**src/adc_seq_pkg.sv**
```systemverilog
package adc_seq_pkg;
   localparam int RES_W = 10;
   localparam int NCH   = 8;
   localparam int CNT_W = 5;
   localparam int PAD_W = 16 - RES_W;

   localparam logic [7:0] OFS_CTL2     = 8'h00;
   localparam logic [7:0] OFS_CTL3     = 8'h04;
   localparam logic [7:0] OFS_CTL4     = 8'h08;
   localparam logic [7:0] OFS_CTL5     = 8'h0c;
   localparam logic [7:0] OFS_STAT     = 8'h10;
   localparam logic [7:0] OFS_TEST     = 8'h14;
   localparam logic [7:0] OFS_MASK     = 8'h18;
   localparam logic [7:0] OFS_RES0     = 8'h20;
   localparam logic [7:0] OFS_RES_LAST = 8'h3c;
   localparam int RES_IDX_LO = 2;
   localparam int RES_IDX_HI = 4;

   localparam int C2_HALT   = 0;
   localparam int C2_JUST   = 1;
   localparam int C2_SGN    = 2;
   localparam int C3_SINGLE = 0;
   localparam int C3_FIFO   = 1;
   localparam int C5_CH_HI  = 2;
   localparam int C5_SPEC   = 3;
   localparam int C5_MULT   = 4;
   localparam int C5_SCAN   = 5;
   localparam int C5_EIGHT  = 6;
   localparam int ST_SCF    = 0;
   localparam int ST_CCF    = 1;
   localparam int ST_BUSY   = 7;
   localparam int TEST_SRST = 15;

   localparam logic [2:0] CTL2_RST = 3'h0;
   localparam logic [1:0] CTL3_RST = 2'h0;
   localparam logic [3:0] CTL4_RST = 4'h0;
   localparam logic [6:0] CTL5_RST = 7'h00;
   localparam logic [1:0] MASK_RST = 2'h0;

   localparam logic [CNT_W-1:0] SETTLE_BASE = 5'h03;
   localparam logic [3:0] LEN_ONE   = 4'h1;
   localparam logic [3:0] LEN_FOUR  = 4'h4;
   localparam logic [3:0] LEN_EIGHT = 4'h8;
   localparam logic [RES_W-1:0] SIGN_BIT = 10'h200;

   typedef enum logic [1:0] {SQ_IDLE, SQ_START, SQ_CONV} seq_e;
endpackage

```
**src/adc_sequence_control.sv**
```systemverilog
`timescale 1ns/100ps
module adc_sequence_control (
   input  wire logic                          hclk,
   input  wire logic                          hresetn,
   input  wire logic                          ce,
   input  wire logic                          hsel,
   input  wire logic [31:0]                   haddr,
   input  wire logic [1:0]                    htrans,
   input  wire logic                          hwrite,
   input  wire logic [2:0]                    hsize,
   input  wire logic [31:0]                   hwdata,
   input  wire logic                          hready,
   output logic                               hreadyout,
   output logic                               hresp,
   output logic      [31:0]                   hrdata,
   input  wire logic                          cmp_in,
   input  wire logic                          wait_mode,
   output logic      [3:0]                    analog_channel,
   output logic      [adc_seq_pkg::RES_W-1:0] dac_code,
   output logic                               conv_busy,
   output logic                               irq
);
   import adc_seq_pkg::*;

   typedef struct packed {
      logic [2:0]                ctl2;
      logic [1:0]                ctl3;
      logic [3:0]                ctl4;
      logic [6:0]                ctl5;
      logic [1:0]                stat;
      logic [1:0]                mask;
      logic [NCH-1:0][15:0]      res;
      seq_e                      seq;
      logic [2:0]                idx;
      logic [2:0]                wptr;
      logic [3:0]                chan;
      logic                      eng_start;
      logic                      eng_clr;
      logic                      a_act;
      logic                      a_wr;
      logic [7:0]                a_addr;
      logic                      rd_wait;
      logic [31:0]               rdata;
   } state_s;

   state_s           s_r;
   state_s           s_nxt;
   logic             cmp_s;
   logic [RES_W-1:0] sar;
   logic             eng_busy;
   logic             eng_done;
   logic             run;
   logic             bus_wr;
   logic             rd_cap;
   logic             last;
   logic [1:0]       ev;
   logic [1:0]       clr;

   function automatic logic [3:0] seq_len(input logic [1:0] c3,
                                          input logic [6:0] c5);
      if (c3[C3_SINGLE]) begin
         return LEN_ONE;
      end
      return c5[C5_EIGHT] ? LEN_EIGHT : LEN_FOUR;
   endfunction

   function automatic logic [3:0] chan_of(input logic [6:0] c5,
                                          input logic [2:0] i);
      logic [2:0] ch;
      ch = c5[C5_CH_HI:0];
      if (c5[C5_MULT]) begin
         ch = ch + i;
      end
      return {c5[C5_SPEC], ch};
   endfunction

   function automatic logic [15:0] fmt(input logic [RES_W-1:0] raw,
                                       input logic [2:0]       c2);
      logic [RES_W-1:0] v;
      logic             ext;
      v   = c2[C2_SGN] ? (raw ^ SIGN_BIT) : raw;
      ext = c2[C2_SGN] & v[RES_W-1];
      if (c2[C2_JUST]) begin
         return {{PAD_W{ext}}, v};
      end
      return {v, {PAD_W{1'b0}}};
   endfunction

   function automatic logic [31:0] rd_mux(input state_s           s,
                                          input logic [RES_W-1:0] sv);
      logic [31:0] r;
      r = '0;
      case (s.a_addr)
         OFS_CTL2: r = 32'(s.ctl2);
         OFS_CTL3: r = 32'(s.ctl3);
         OFS_CTL4: r = 32'(s.ctl4);
         OFS_CTL5: r = 32'(s.ctl5);
         OFS_STAT: begin
            r          = 32'(s.stat);
            r[ST_BUSY] = s.seq != SQ_IDLE;
         end
         OFS_TEST: r = 32'(sv);
         OFS_MASK: r = 32'(s.mask);
         default: begin
            if (s.a_addr >= OFS_RES0 && s.a_addr <= OFS_RES_LAST) begin
               r = 32'(s.res[s.a_addr[RES_IDX_HI:RES_IDX_LO]]);
            end
         end
      endcase
      return r;
   endfunction

   bit_sync #(
      .W (1)
   ) u_cmp_sync (
      .hclk    (hclk),
      .hresetn (hresetn),
      .ce      (ce),
      .d       (cmp_in),
      .q       (cmp_s)
   );

   sar_engine #(
      .W  (RES_W),
      .CW (CNT_W)
   ) u_sar (
      .hclk    (hclk),
      .hresetn (hresetn),
      .ce      (ce),
      .run     (run),
      .start   (s_r.eng_start),
      .clr     (s_r.eng_clr),
      .settle  (SETTLE_BASE + CNT_W'(s_r.ctl4)),
      .cmp     (cmp_s),
      .sar     (sar),
      .busy    (eng_busy),
      .done    (eng_done)
   );

   assign run    = !(s_r.ctl2[C2_HALT] && wait_mode);
   assign bus_wr = s_r.a_act && s_r.a_wr;
   assign rd_cap = s_r.a_act && !s_r.a_wr && !s_r.rd_wait;
   // Single bit set mid-sequence ends it after the current conversion, no wrap
   assign last   = ({1'b0, s_r.idx} + 4'h1) >= seq_len(s_r.ctl3, s_r.ctl5);

   always_comb begin
      s_nxt           = s_r;
      s_nxt.eng_start = 1'b0;
      s_nxt.eng_clr   = 1'b0;
      ev              = '0;
      clr             = '0;

      // Bus: address phase capture, one wait state on reads
      if (hready) begin
         s_nxt.a_act   = hsel && htrans[1];
         s_nxt.a_wr    = hwrite;
         s_nxt.a_addr  = haddr[7:0];
         s_nxt.rd_wait = 1'b0;
      end
      if (rd_cap) begin
         s_nxt.rd_wait = 1'b1;
         s_nxt.rdata   = rd_mux(s_r, sar);
         if (s_r.a_addr == OFS_STAT) begin
            clr = 2'h3;
         end
      end

      case (s_r.seq)
         SQ_IDLE: begin
         end
         SQ_START: begin
            if (run) begin
               s_nxt.eng_start = 1'b1;
               s_nxt.chan      = chan_of(s_r.ctl5, s_r.idx);
               s_nxt.seq       = SQ_CONV;
            end
         end
         SQ_CONV: begin
            if (eng_done) begin
               ev[ST_CCF] = 1'b1;
               if (s_r.ctl3[C3_FIFO]) begin
                  s_nxt.res[s_r.wptr] = fmt(sar, s_r.ctl2);
                  s_nxt.wptr          = s_r.wptr + 3'h1;
               end else begin
                  s_nxt.res[s_r.idx] = fmt(sar, s_r.ctl2);
               end
               // Length from single and eight bits
               if (last) begin
                  // Flag at end of every sequence
                  ev[ST_SCF] = 1'b1;
                  s_nxt.idx  = '0;
                  s_nxt.seq  = s_r.ctl5[C5_SCAN] ? SQ_START : SQ_IDLE;
               end else begin
                  s_nxt.idx = s_r.idx + 3'h1;
                  s_nxt.seq = SQ_START;
               end
            end
         end
         default: begin
            s_nxt.seq = SQ_IDLE;
         end
      endcase

      if (bus_wr) begin
         case (s_r.a_addr)
            OFS_CTL2: s_nxt.ctl2 = hwdata[2:0];
            OFS_CTL3: s_nxt.ctl3 = hwdata[1:0];
            OFS_CTL4: begin
               s_nxt.ctl4    = hwdata[3:0];
               s_nxt.idx     = '0;
               s_nxt.seq     = SQ_START;
               // Stale done must not land in the new sequence
               s_nxt.eng_clr = 1'b1;
            end
            OFS_CTL5: begin
               s_nxt.ctl5    = hwdata[6:0];
               s_nxt.idx     = '0;
               s_nxt.wptr    = '0;
               s_nxt.seq     = SQ_START;
               s_nxt.eng_clr = 1'b1;
               clr           = 2'h3;
            end
            OFS_TEST: begin
               if (hwdata[TEST_SRST]) begin
                  s_nxt.eng_clr = 1'b1;
                  s_nxt.idx     = '0;
                  s_nxt.wptr    = '0;
                  s_nxt.seq     = SQ_IDLE;
                  clr           = 2'h3;
               end
            end
            OFS_MASK: s_nxt.mask = hwdata[1:0];
            default: begin
            end
         endcase
      end

      // Set wins over clear so no completion is lost
      s_nxt.stat = (s_r.stat & ~clr) | ev;
   end

   always_ff @(posedge hclk or negedge hresetn) begin
      if (!hresetn) begin
         s_r      <= '0;
         s_r.ctl2 <= CTL2_RST;
         s_r.ctl3 <= CTL3_RST;
         s_r.ctl4 <= CTL4_RST;
         s_r.ctl5 <= CTL5_RST;
         s_r.mask <= MASK_RST;
         s_r.seq  <= SQ_IDLE;
      end else if (ce) begin
         s_r <= s_nxt;
      end
   end

   assign hreadyout      = !rd_cap;
   assign hresp          = 1'b0;
   assign hrdata         = s_r.rdata;
   assign analog_channel = s_r.chan;
   assign dac_code       = sar;
   assign conv_busy      = eng_busy;
   assign irq            = |(s_r.stat & s_r.mask);
endmodule

```
**src/bit_sync.sv**
```systemverilog
`timescale 1ns/100ps
module bit_sync #(
   parameter int W = 1
) (
   input  wire logic         hclk,
   input  wire logic         hresetn,
   input  wire logic         ce,
   input  wire logic [W-1:0] d,
   output logic      [W-1:0] q
);
   typedef struct packed {
      logic [W-1:0] meta;
      logic [W-1:0] stab;
   } sync_s;

   sync_s s_r;
   sync_s s_nxt;

   always_comb begin
      s_nxt      = s_r;
      s_nxt.meta = d;
      s_nxt.stab = s_r.meta;
   end

   always_ff @(posedge hclk or negedge hresetn) begin
      if (!hresetn) begin
         s_r <= '0;
      end else if (ce) begin
         s_r <= s_nxt;
      end
   end

   assign q = s_r.stab;
endmodule

```
**src/sar_engine.sv**
```systemverilog
`timescale 1ns/100ps
module sar_engine #(
   parameter int W  = adc_seq_pkg::RES_W,
   parameter int CW = adc_seq_pkg::CNT_W
) (
   input  wire logic          hclk,
   input  wire logic          hresetn,
   input  wire logic          ce,
   input  wire logic          run,
   input  wire logic          start,
   input  wire logic          clr,
   input  wire logic [CW-1:0] settle,
   input  wire logic          cmp,
   output logic      [W-1:0]  sar,
   output logic               busy,
   output logic               done
);
   import adc_seq_pkg::*;
   localparam int BW = $clog2(W);

   typedef struct packed {
      logic          busy;
      logic          done;
      logic [BW-1:0] bitn;
      logic [CW-1:0] cnt;
      logic [W-1:0]  sar;
   } eng_s;

   eng_s s_r;
   eng_s s_nxt;

   always_comb begin
      s_nxt      = s_r;
      s_nxt.done = 1'b0;
      if (clr) begin
         s_nxt.busy = 1'b0;
         s_nxt.sar  = '0;
      end else if (start) begin
         s_nxt.busy       = 1'b1;
         s_nxt.bitn       = BW'(W - 1);
         s_nxt.cnt        = settle;
         s_nxt.sar        = '0;
         s_nxt.sar[W-1]   = 1'b1;
      end else if (s_r.busy && run) begin
         // Settle covers the two-stage comparator synchroniser
         if (s_r.cnt != '0) begin
            s_nxt.cnt = s_r.cnt - 1'b1;
         end else begin
            if (!cmp) begin
               s_nxt.sar[s_r.bitn] = 1'b0;
            end
            if (s_r.bitn == '0) begin
               s_nxt.busy = 1'b0;
               s_nxt.done = 1'b1;
            end else begin
               s_nxt.bitn                = s_r.bitn - 1'b1;
               s_nxt.sar[s_r.bitn-1'b1]  = 1'b1;
               s_nxt.cnt                 = settle;
            end
         end
      end
   end

   always_ff @(posedge hclk or negedge hresetn) begin
      if (!hresetn) begin
         s_r <= '0;
      end else if (ce) begin
         s_r <= s_nxt;
      end
   end

   assign sar  = s_r.sar;
   assign busy = s_r.busy;
   assign done = s_r.done;
endmodule

```
**config.mk**
```make
export PLATFORM = sky130hd
export DESIGN_NAME = adc_sequence_control
export DESIGN_NICKNAME = d
export VERILOG_FILES = /design/src/adc_seq_pkg.sv /design/src/adc_sequence_control.sv /design/src/bit_sync.sv /design/src/sar_engine.sv
export SDC_FILE = /design/constraint.sdc
export NUM_CORES = 1
export LEC_CHECK = 0
export BUFFER_PORTS_ARGS = -buffer_cell sky130_fd_sc_hd__buf_2
export CORE_AREA = 2 2 142 144
export DETAILED_ROUTE_END_ITERATION = 7
export DIE_AREA = 0 0 144 146
export MAX_ROUTING_LAYER = met4
export PLACE_DENSITY = 0.72
export SLEW_MARGIN = 20
export SYNTH_ARGS = -nofsm -noshare
export SYNTH_HDL_FRONTEND = slang
export SYNTH_SLANG_ARGS = --single-unit
```
**constraint.sdc**
```tcl
create_clock -name hclk -period 3.2 [get_ports hclk]
set_input_delay 0.48 -clock hclk [delete_from_list [all_inputs] [get_ports hclk]]
set_output_delay 0.48 -clock hclk [all_outputs]
set_load 0.01 [all_outputs]
```
**After elaboration in Yosys (flattened, before gate mapping)**

Cells that the tools add are included.

- Add/sub/neg operators: 7
- Order comparisons: 12
- Eq/ne operators: 12
- Mux-type cells: 80
- Bitwise logic cells: 11
- Reductions and logical operators: 40

Operators with widths:

| kind | number |
|---|---|
| 128-bit bitwise mux | 2 |
| 16-bit 2-to-1 mux | 13 |
| 128-bit 2-to-1 mux | 1 |
| 16-bit one-hot mux with 7 select lines | 1 |
| 16-bit demux with 3-bit select | 2 |
| 10-bit 2-to-1 mux | 9 |
| 16-bit binary-select mux with 3-bit select | 1 |
| 19-bit 2-to-1 mux | 2 |
| 33-bit 2-to-1 mux | 1 |
| 8-bit by 5-bit equality test with 1-bit output (second input constant) | 3 |
| 8-bit 2-to-1 mux | 3 |
| 3-bit AND reduction | 8 |
| 21-bit 2-to-1 mux | 1 |
| 1-bit 2-to-1 mux | 20 |
| 8-bit by 4-bit equality test with 1-bit output (second input constant) | 2 |
| 2-bit 2-to-1 mux | 8 |
| 4-bit 2-to-1 mux | 4 |
| 3-bit by 4-bit less-than comparator with 1-bit output (second input constant) | 3 |
| 6-bit 2-to-1 mux | 2 |
| 1-bit logical AND | 11 |
| 10-bit bitwise AND | 1 |
| 4-bit by 5-bit less-than comparator with 1-bit output (second input constant) | 2 |
| 10-bit NOT | 1 |
| 10-bit OR | 1 |
| other kinds (41) | 60 |

- Flip-flop bits (word level): 228
- Bits of input ports: 77
- Output and inout port bits: 50

**Depth between registers and ports, before layout**

- Depth in word-level cells: 17
- Depth in mapped cells: 7

**Hierarchy**

A second synthesis with hierarchy kept.

- Cells, all modules: 1,003
- Area, all modules: 10,600.2 sq um

Modules (own cells, without submodules):

| module | times used | cells an instance | area each (sq um) |
|---|---|---|---|
| adc_sequence_control | 1 | 849 | 9,123.8 |
| sar_engine | 1 | 150 | 1,403.8 |
| bit_sync | 1 | 4 | 72.6 |

**Worst setup path after synthesis**

Ideal clock, no wire load.

- Path kind: register to register
- From: register s_r[52] (netlist bit)
- To: register s_r[52] (netlist bit)
- Arrival: 2,085 ps
- Data required time: 3,128 ps
- Path slack: 1,043 ps
- Cell stages (with the launch flop): 8
- Buffers on the path: 0
- Clock period less this slack: 2,157 ps
- Cell sequence: dfrtp_1 -> ha_1 -> xor2_1 -> ha_1 -> or4b_2 -> a2111oi_0 -> a21oi_1 -> nor2_1

- Word-level cells in the longest chain between the ends: 8

Ends and longest elaborated chain:

| item | line | source |
|---|---|---|
| start, declared | adc_sequence_control.sv:46 | `state_s s_r;` |
| start signal, assigned | adc_sequence_control.sv:252 | `s_r <= s_nxt;` |
| 3-bit by 1-bit adder with 4-bit output | adc_sequence_control.sv:144 | `assign last = ({1'b0, s_r.idx} + 4'h1) >= seq_len(s_r.ctl3, s_r.ctl5);` |
| 4-bit greater-or-equal comparator | adc_sequence_control.sv:144 |  |
| 4-bit 2-to-1 mux | adc_sequence_control.sv:188 | `if (last) begin` |
| 8-bit 2-to-1 mux | adc_sequence_control.sv:179 | `if (eng_done) begin` |
| 6-bit 2-to-1 mux * | adc_sequence_control.sv:168 | `case (s_r.seq)` |
| 8-bit 2-to-1 mux | adc_sequence_control.sv:224 | `if (hwdata[TEST_SRST]) begin` |
| 5-bit one-hot mux with 2 select lines | adc_sequence_control.sv:205 | `case (s_r.a_addr)` |
| 8-bit 2-to-1 mux * | adc_sequence_control.sv:204 | `if (bus_wr) begin` |

Mark *: on every way between the ends. The rest lies on a longest branch, timed or not.
A chain may end at the register's enable or synchronous reset.

**Final worst setup path**

- From: register s_r[52] (netlist bit)
- To: register s_r[54] (netlist bit)

- Word-level cells in the longest chain between the ends: 8

Ends and longest elaborated chain:

| item | line |
|---|---|
| 3-bit by 1-bit adder with 4-bit output | adc_sequence_control.sv:144 |
| 4-bit greater-or-equal comparator | adc_sequence_control.sv:144 |
| 4-bit 2-to-1 mux * | adc_sequence_control.sv:188 |
| 8-bit 2-to-1 mux * | adc_sequence_control.sv:179 |
| 6-bit 2-to-1 mux * | adc_sequence_control.sv:168 |
| 8-bit 2-to-1 mux | adc_sequence_control.sv:224 |
| 5-bit one-hot mux with 2 select lines | adc_sequence_control.sv:205 |
| 8-bit 2-to-1 mux * | adc_sequence_control.sv:204 |

Marks and branches as above.

==> flow_results.org <==
** Synthesis
- After synthesis, flip-flops and latches occupy about half of the total area.
- Yosys synthesis warning count :: 0
- Number of synthesized flops with an enable pin :: 0
- Post-synthesis cell area :: 0.01053 mm²
- The synthesized design contains 212 register bits.
- Gate Count Post-Synth :: 1001
- In the synthesized netlist the dominant register cell turns out to be dfrtp_1.
- Avg Synthesized Cell Area :: between 10 and 15 µm²
- Proportion of synthesized flip-flops having asynchronous set or reset :: 100.0%
- Synth unique cells :: 69

** Outcome
- The flow ran to the end, but the final reports show violations.
- Failing checks :: negative hold slack

** Placed design
- Half-perimeter wire length of the detailed placement result :: 16240 µm
- Global placement routability congestion :: between 0.8 and 0.9
- Buffers added on ports :: 57
- After detailed placement, the total cell area comes to about 0.011 mm².

** Routing
- In the routed design, unresolved DRC markers number 0.
- Routed length per instance :: 19.51 µm
- 1st-pass router iterations :: 5
- Once detail routing completed, the nets flagged for antenna violations numbered 0.
- Number of violations reported at the end of detailed-routing iteration 0 :: ~510
- Total length of routed wires :: 25030 µm
- Via count normalized by instance count :: 5.877
- The final route contains 7540 vias.

** STA
- At the pin with the least slew margin, the transition time is 1.067 ns.
- Smallest hold slack :: -0.01577 ns
- Largest clock skew in the final design :: 0.007195 ns
- Based on the critical path, the design can be clocked at up to roughly 380 MHz.
- Setup repair after global routing left no endpoint under its margin.
- The final-report max-slew violation count was 0.
- Final setup TNS :: 0 ns
- Headroom to the max-slew limit came out at 28.89%.
- The worst path in the final design needs a cycle of 2.631 ns, including I/O delays and setup.
- Total count of hold-check failures in the final report :: 4
- Setup-violating endpoint count in the final report :: 0
- Final worst-path cycle share :: 82.20%

** Worst setup path
- Crit path DAT :: 3.07 ns
- Ordered cell list for the critical path :: ha_1 > xor2_1 > ha_1 > or4b_2 > a21oi_1 > o21ai_0 > a21oi_1
- For the worst setup path, the data required time is 3.64 ns.
- Number of buffer and inverter instances along the worst setup path :: 0
- Critical path start-end classification :: reg2reg
- The worst setup path is launched from a register.
- In this run the worst path has a maximum fanout of 14.
- Top delay family on crit path :: compound AO/OA/AOI/OAI gates
- The slowest stage of the critical path is the or4b_2 cell.
- Nature of the critical path endpoint :: register
- Crit-path max cell delay :: between 0.6 and 0.7 ns

** Cells and area
- Number of nets in the layout :: between 1000 and 1500
- Finished layout cell area :: 0.01154 mm²
- Cells fill roughly 60% of the core in the end.
- Share of layout cells above drive strength 1 :: about a fifth
- The repair_antennas step left the layout with diodes totalling 0.
- Compared with the post-synthesis result, the final layout area differs by 9.623%.
- The filler cells instantiated in the layout total 1614.

** Clock tree
- Clock latency on the worst-skew pair, taken at its later pin, is just over 0.5 ns.
- Number of clock sinks :: between 200 and 250
- CTS built an H-tree with a depth of 1.
- The longest clock path from root to sink contains 3 buffers.
- Gates resized during post-CTS repair numbered 0.
- For this design, the CTS-stage hold fixing added 0 buffers.
- Buffers added to address setup during post-CTS repair amount to 0.
- TritonCTS clock tree :: yes
- Clock root buffer :: clkbuf_16
- CTS Buf Count :: 23
- Clock-pin slew of the registers on the worst-case setup and hold paths :: 0.06 ns

** Worst hold path
- Class of the tightest hold or removal check :: in2async

** Floorplanning
- Starting density of the core :: between 50% and 60%
- In this run the horizontal extent of the chip is 144 µm.
- During I/O placement, the number of pins put on the boundary was 127.
- Area of the die :: 0.02102 mm²
- Core outline area :: 0.01933 mm²
- Cell Rows :: 51
- Y dimension of the die :: 146 µm

** Pwr
- Power spread over the standard cell area amounts to 598.8 mW/mm².
- Switching power share of the total :: 29.31%
- Share of total power in the clock network :: 39.1%
- Combinational logic burns between 10% and 20% of the power.
- Internal power comes to between 4 and 5 mW.
- Leakage power of the design :: 5.075 nW
- Largest vdd supply drop :: 636.1 µV
- Total power for the finished layout comes to between 6 and 7 mW.
- Summed over all nets, the switching power comes to 2.026 mW.
- In this run, flip-flops and latches consume 44.9% of the power.

** Global route
- Global routing used 25.31% of the available tracks across all layers.
- Largest net degree at the start of global routing :: 78
- The number of global-route vias before repair is 7314.
- The total overflow left after global routing is 0.
- The first global-routing pass estimated just over 40000 µm of wire.
- Antenna violations before repair :: 0

** Run
- Max Cap Viol :: 0
-- worst register-to-register path, delay by kind of cell, from the launching register on --
kind                     cells  cell delay (ns)
AND/OR/NAND/NOR              1             0.62
flip-flops                   1             0.53
AO/OA/AOI/OAI                3             0.71
XOR/XNOR                     1             0.15
adder cells (fa/ha/maj)      2             0.55
-- flip-flops by register name, indices dropped and copies added, names as in the netlist --
name,count
u_sar.done,1
u_cmp_sync.q,1
s_r,169
u_sar.busy,1
hrdata,16
u_sar.s_r,9
u_sar.sar,10
u_cmp_sync.s_nxt,1
analog_channel,4
-- final timing paths --
| path | slack, ns | cells after the start | to | from |
|---|---|---|---|---|
| max | 0.57 | 7 | s_r[54]$_DFFE_PN0P_ | s_r[52]$_DFFE_PN0P_ |
| min | -0.02 | 1 | u_sar.s_r[10]$_DFFE_PN0P_ | hresetn |
| max reg2reg | 0.57 | 7 | s_r[54]$_DFFE_PN0P_ | s_r[52]$_DFFE_PN0P_ |
| min reg2reg | 0.47 | 2 | hrdata[15]$_DFFE_PN0P_ | hrdata[15]$_DFFE_PN0P_ |
| max in group asynchronous | 2.20 | 2 | s_r[35]$_DFFE_PN0P_ | hresetn |
| min in group hclk | 0.20 | 2 | u_cmp_sync.s_nxt[0]$_DFFE_PN0P_ | cmp_in |
-- final cells by class --
cell class              count  area [µm²]  share of cell area [%]
clock inverters            10       132.6                   1.149
multi-input cells         671        4592                   39.77
inverters                  19       71.32                  0.6178
well taps                 265       331.6                   2.872
clock buffers              29       628.1                   5.441
flip-flops and latches    212        5308                   45.97
repair buffers             77       481.7                   4.173
-- stage by stage --
step / cells / setup WS [ns]
2_1_floorplan: 1017 / 1.043
3_3_place_gp: 1244 / 0.6396
3_5_place_dp: 1244 / 0.6156
4_1_cts: 1283 / 0.5963
5_1_grt: 1283 / 0.4539
6_report: 1283 / 0.5695
-- cells in the mapped netlist, types with 4 or more instances --
| master | number | share of area [%] |
|---|---|---|
| inv_1 | 19 | 0.68 |
| buf_4 | 47 | 3.4 |
| nor3_1 | 11 | 0.52 |
| o221ai_1 | 12 | 1.0 |
| ha_1 | 9 | 1.1 |
| nor4b_1 | 4 | 0.33 |
| mux2i_1 | 28 | 2.7 |
| o22ai_1 | 8 | 0.48 |
| clkbuf_1 | 45 | 1.6 |
| a32o_1 | 5 | 0.48 |
| xor2_1 | 7 | 0.58 |
| a31oi_1 | 6 | 0.36 |
| mux4_2 | 32 | 6.8 |
| nand4_1 | 7 | 0.42 |
| nor2b_1 | 7 | 0.42 |
| nand2b_1 | 6 | 0.36 |
| dfrtp_1 | 212 | 50 |
| a22oi_1 | 7 | 0.50 |
| nand3_1 | 11 | 0.52 |
| and4b_1 | 4 | 0.38 |
| nor4_1 | 7 | 0.42 |
| mux2_2 | 35 | 3.7 |
| a21oi_1 | 18 | 0.86 |
| nor4bb_1 | 6 | 0.57 |
| nor2_1 | 30 | 1.1 |
| buf_2 | 21 | 1.0 |
| nand2_1 | 173 | 6.2 |
| a22o_1 | 6 | 0.50 |
| o21ai_0 | 154 | 7.3 |
| o211ai_1 | 6 | 0.43 |
-- cells in the final DEF (no fill, tap or decap), types with 18 or more instances in the layout --
cell type  netlist  final
nand2_1        173    173
inv_1           19     19
dfrtp_1        212    210
mux2_2          35     35
mux2i_1         28     28
o21ai_0        154    147
clkbuf_16        0     23
mux4_2          32     32
buf_2           21     56
nor2_1          30     30
a21oi_1         18     18
-- routing by layer --
metal  track usage [%]  vias up  part of all wire (%)
li1                  -     3523                     -
met1             36.78     3751                    45
met2             37.95      225                    47
met3             3.554       41                   5.5
met4             6.324        0                   2.3
met5                 -        -                     0
-- logic make-up after synthesis --
family          Yosys count  share of synthesized area (%)
compound gates          251                          14.57
simple gates            290                          13.01
flops                   212                          50.37
mux                      95                          13.25
fa+ha+maj                10                          1.259
buf+inv                 134                          6.843
xor+xnor                  8                         0.6653
other cells               1                        0.03561
-- power by group through the flow --
stage | clock network [mW] | registers, mW | logic (mW)
finish | 2.70 | 3.10 | 1.11
detailed placement | 0 | 3.14 | 1.11
global placement | 0 | 3.14 | 1.09
CTS | 2.75 | 3.10 | 1.11
floorplan | 0 | 2.95 | 0.991
global route | 2.85 | 3.13 | 1.23
(Power assumes the default switching activity.)
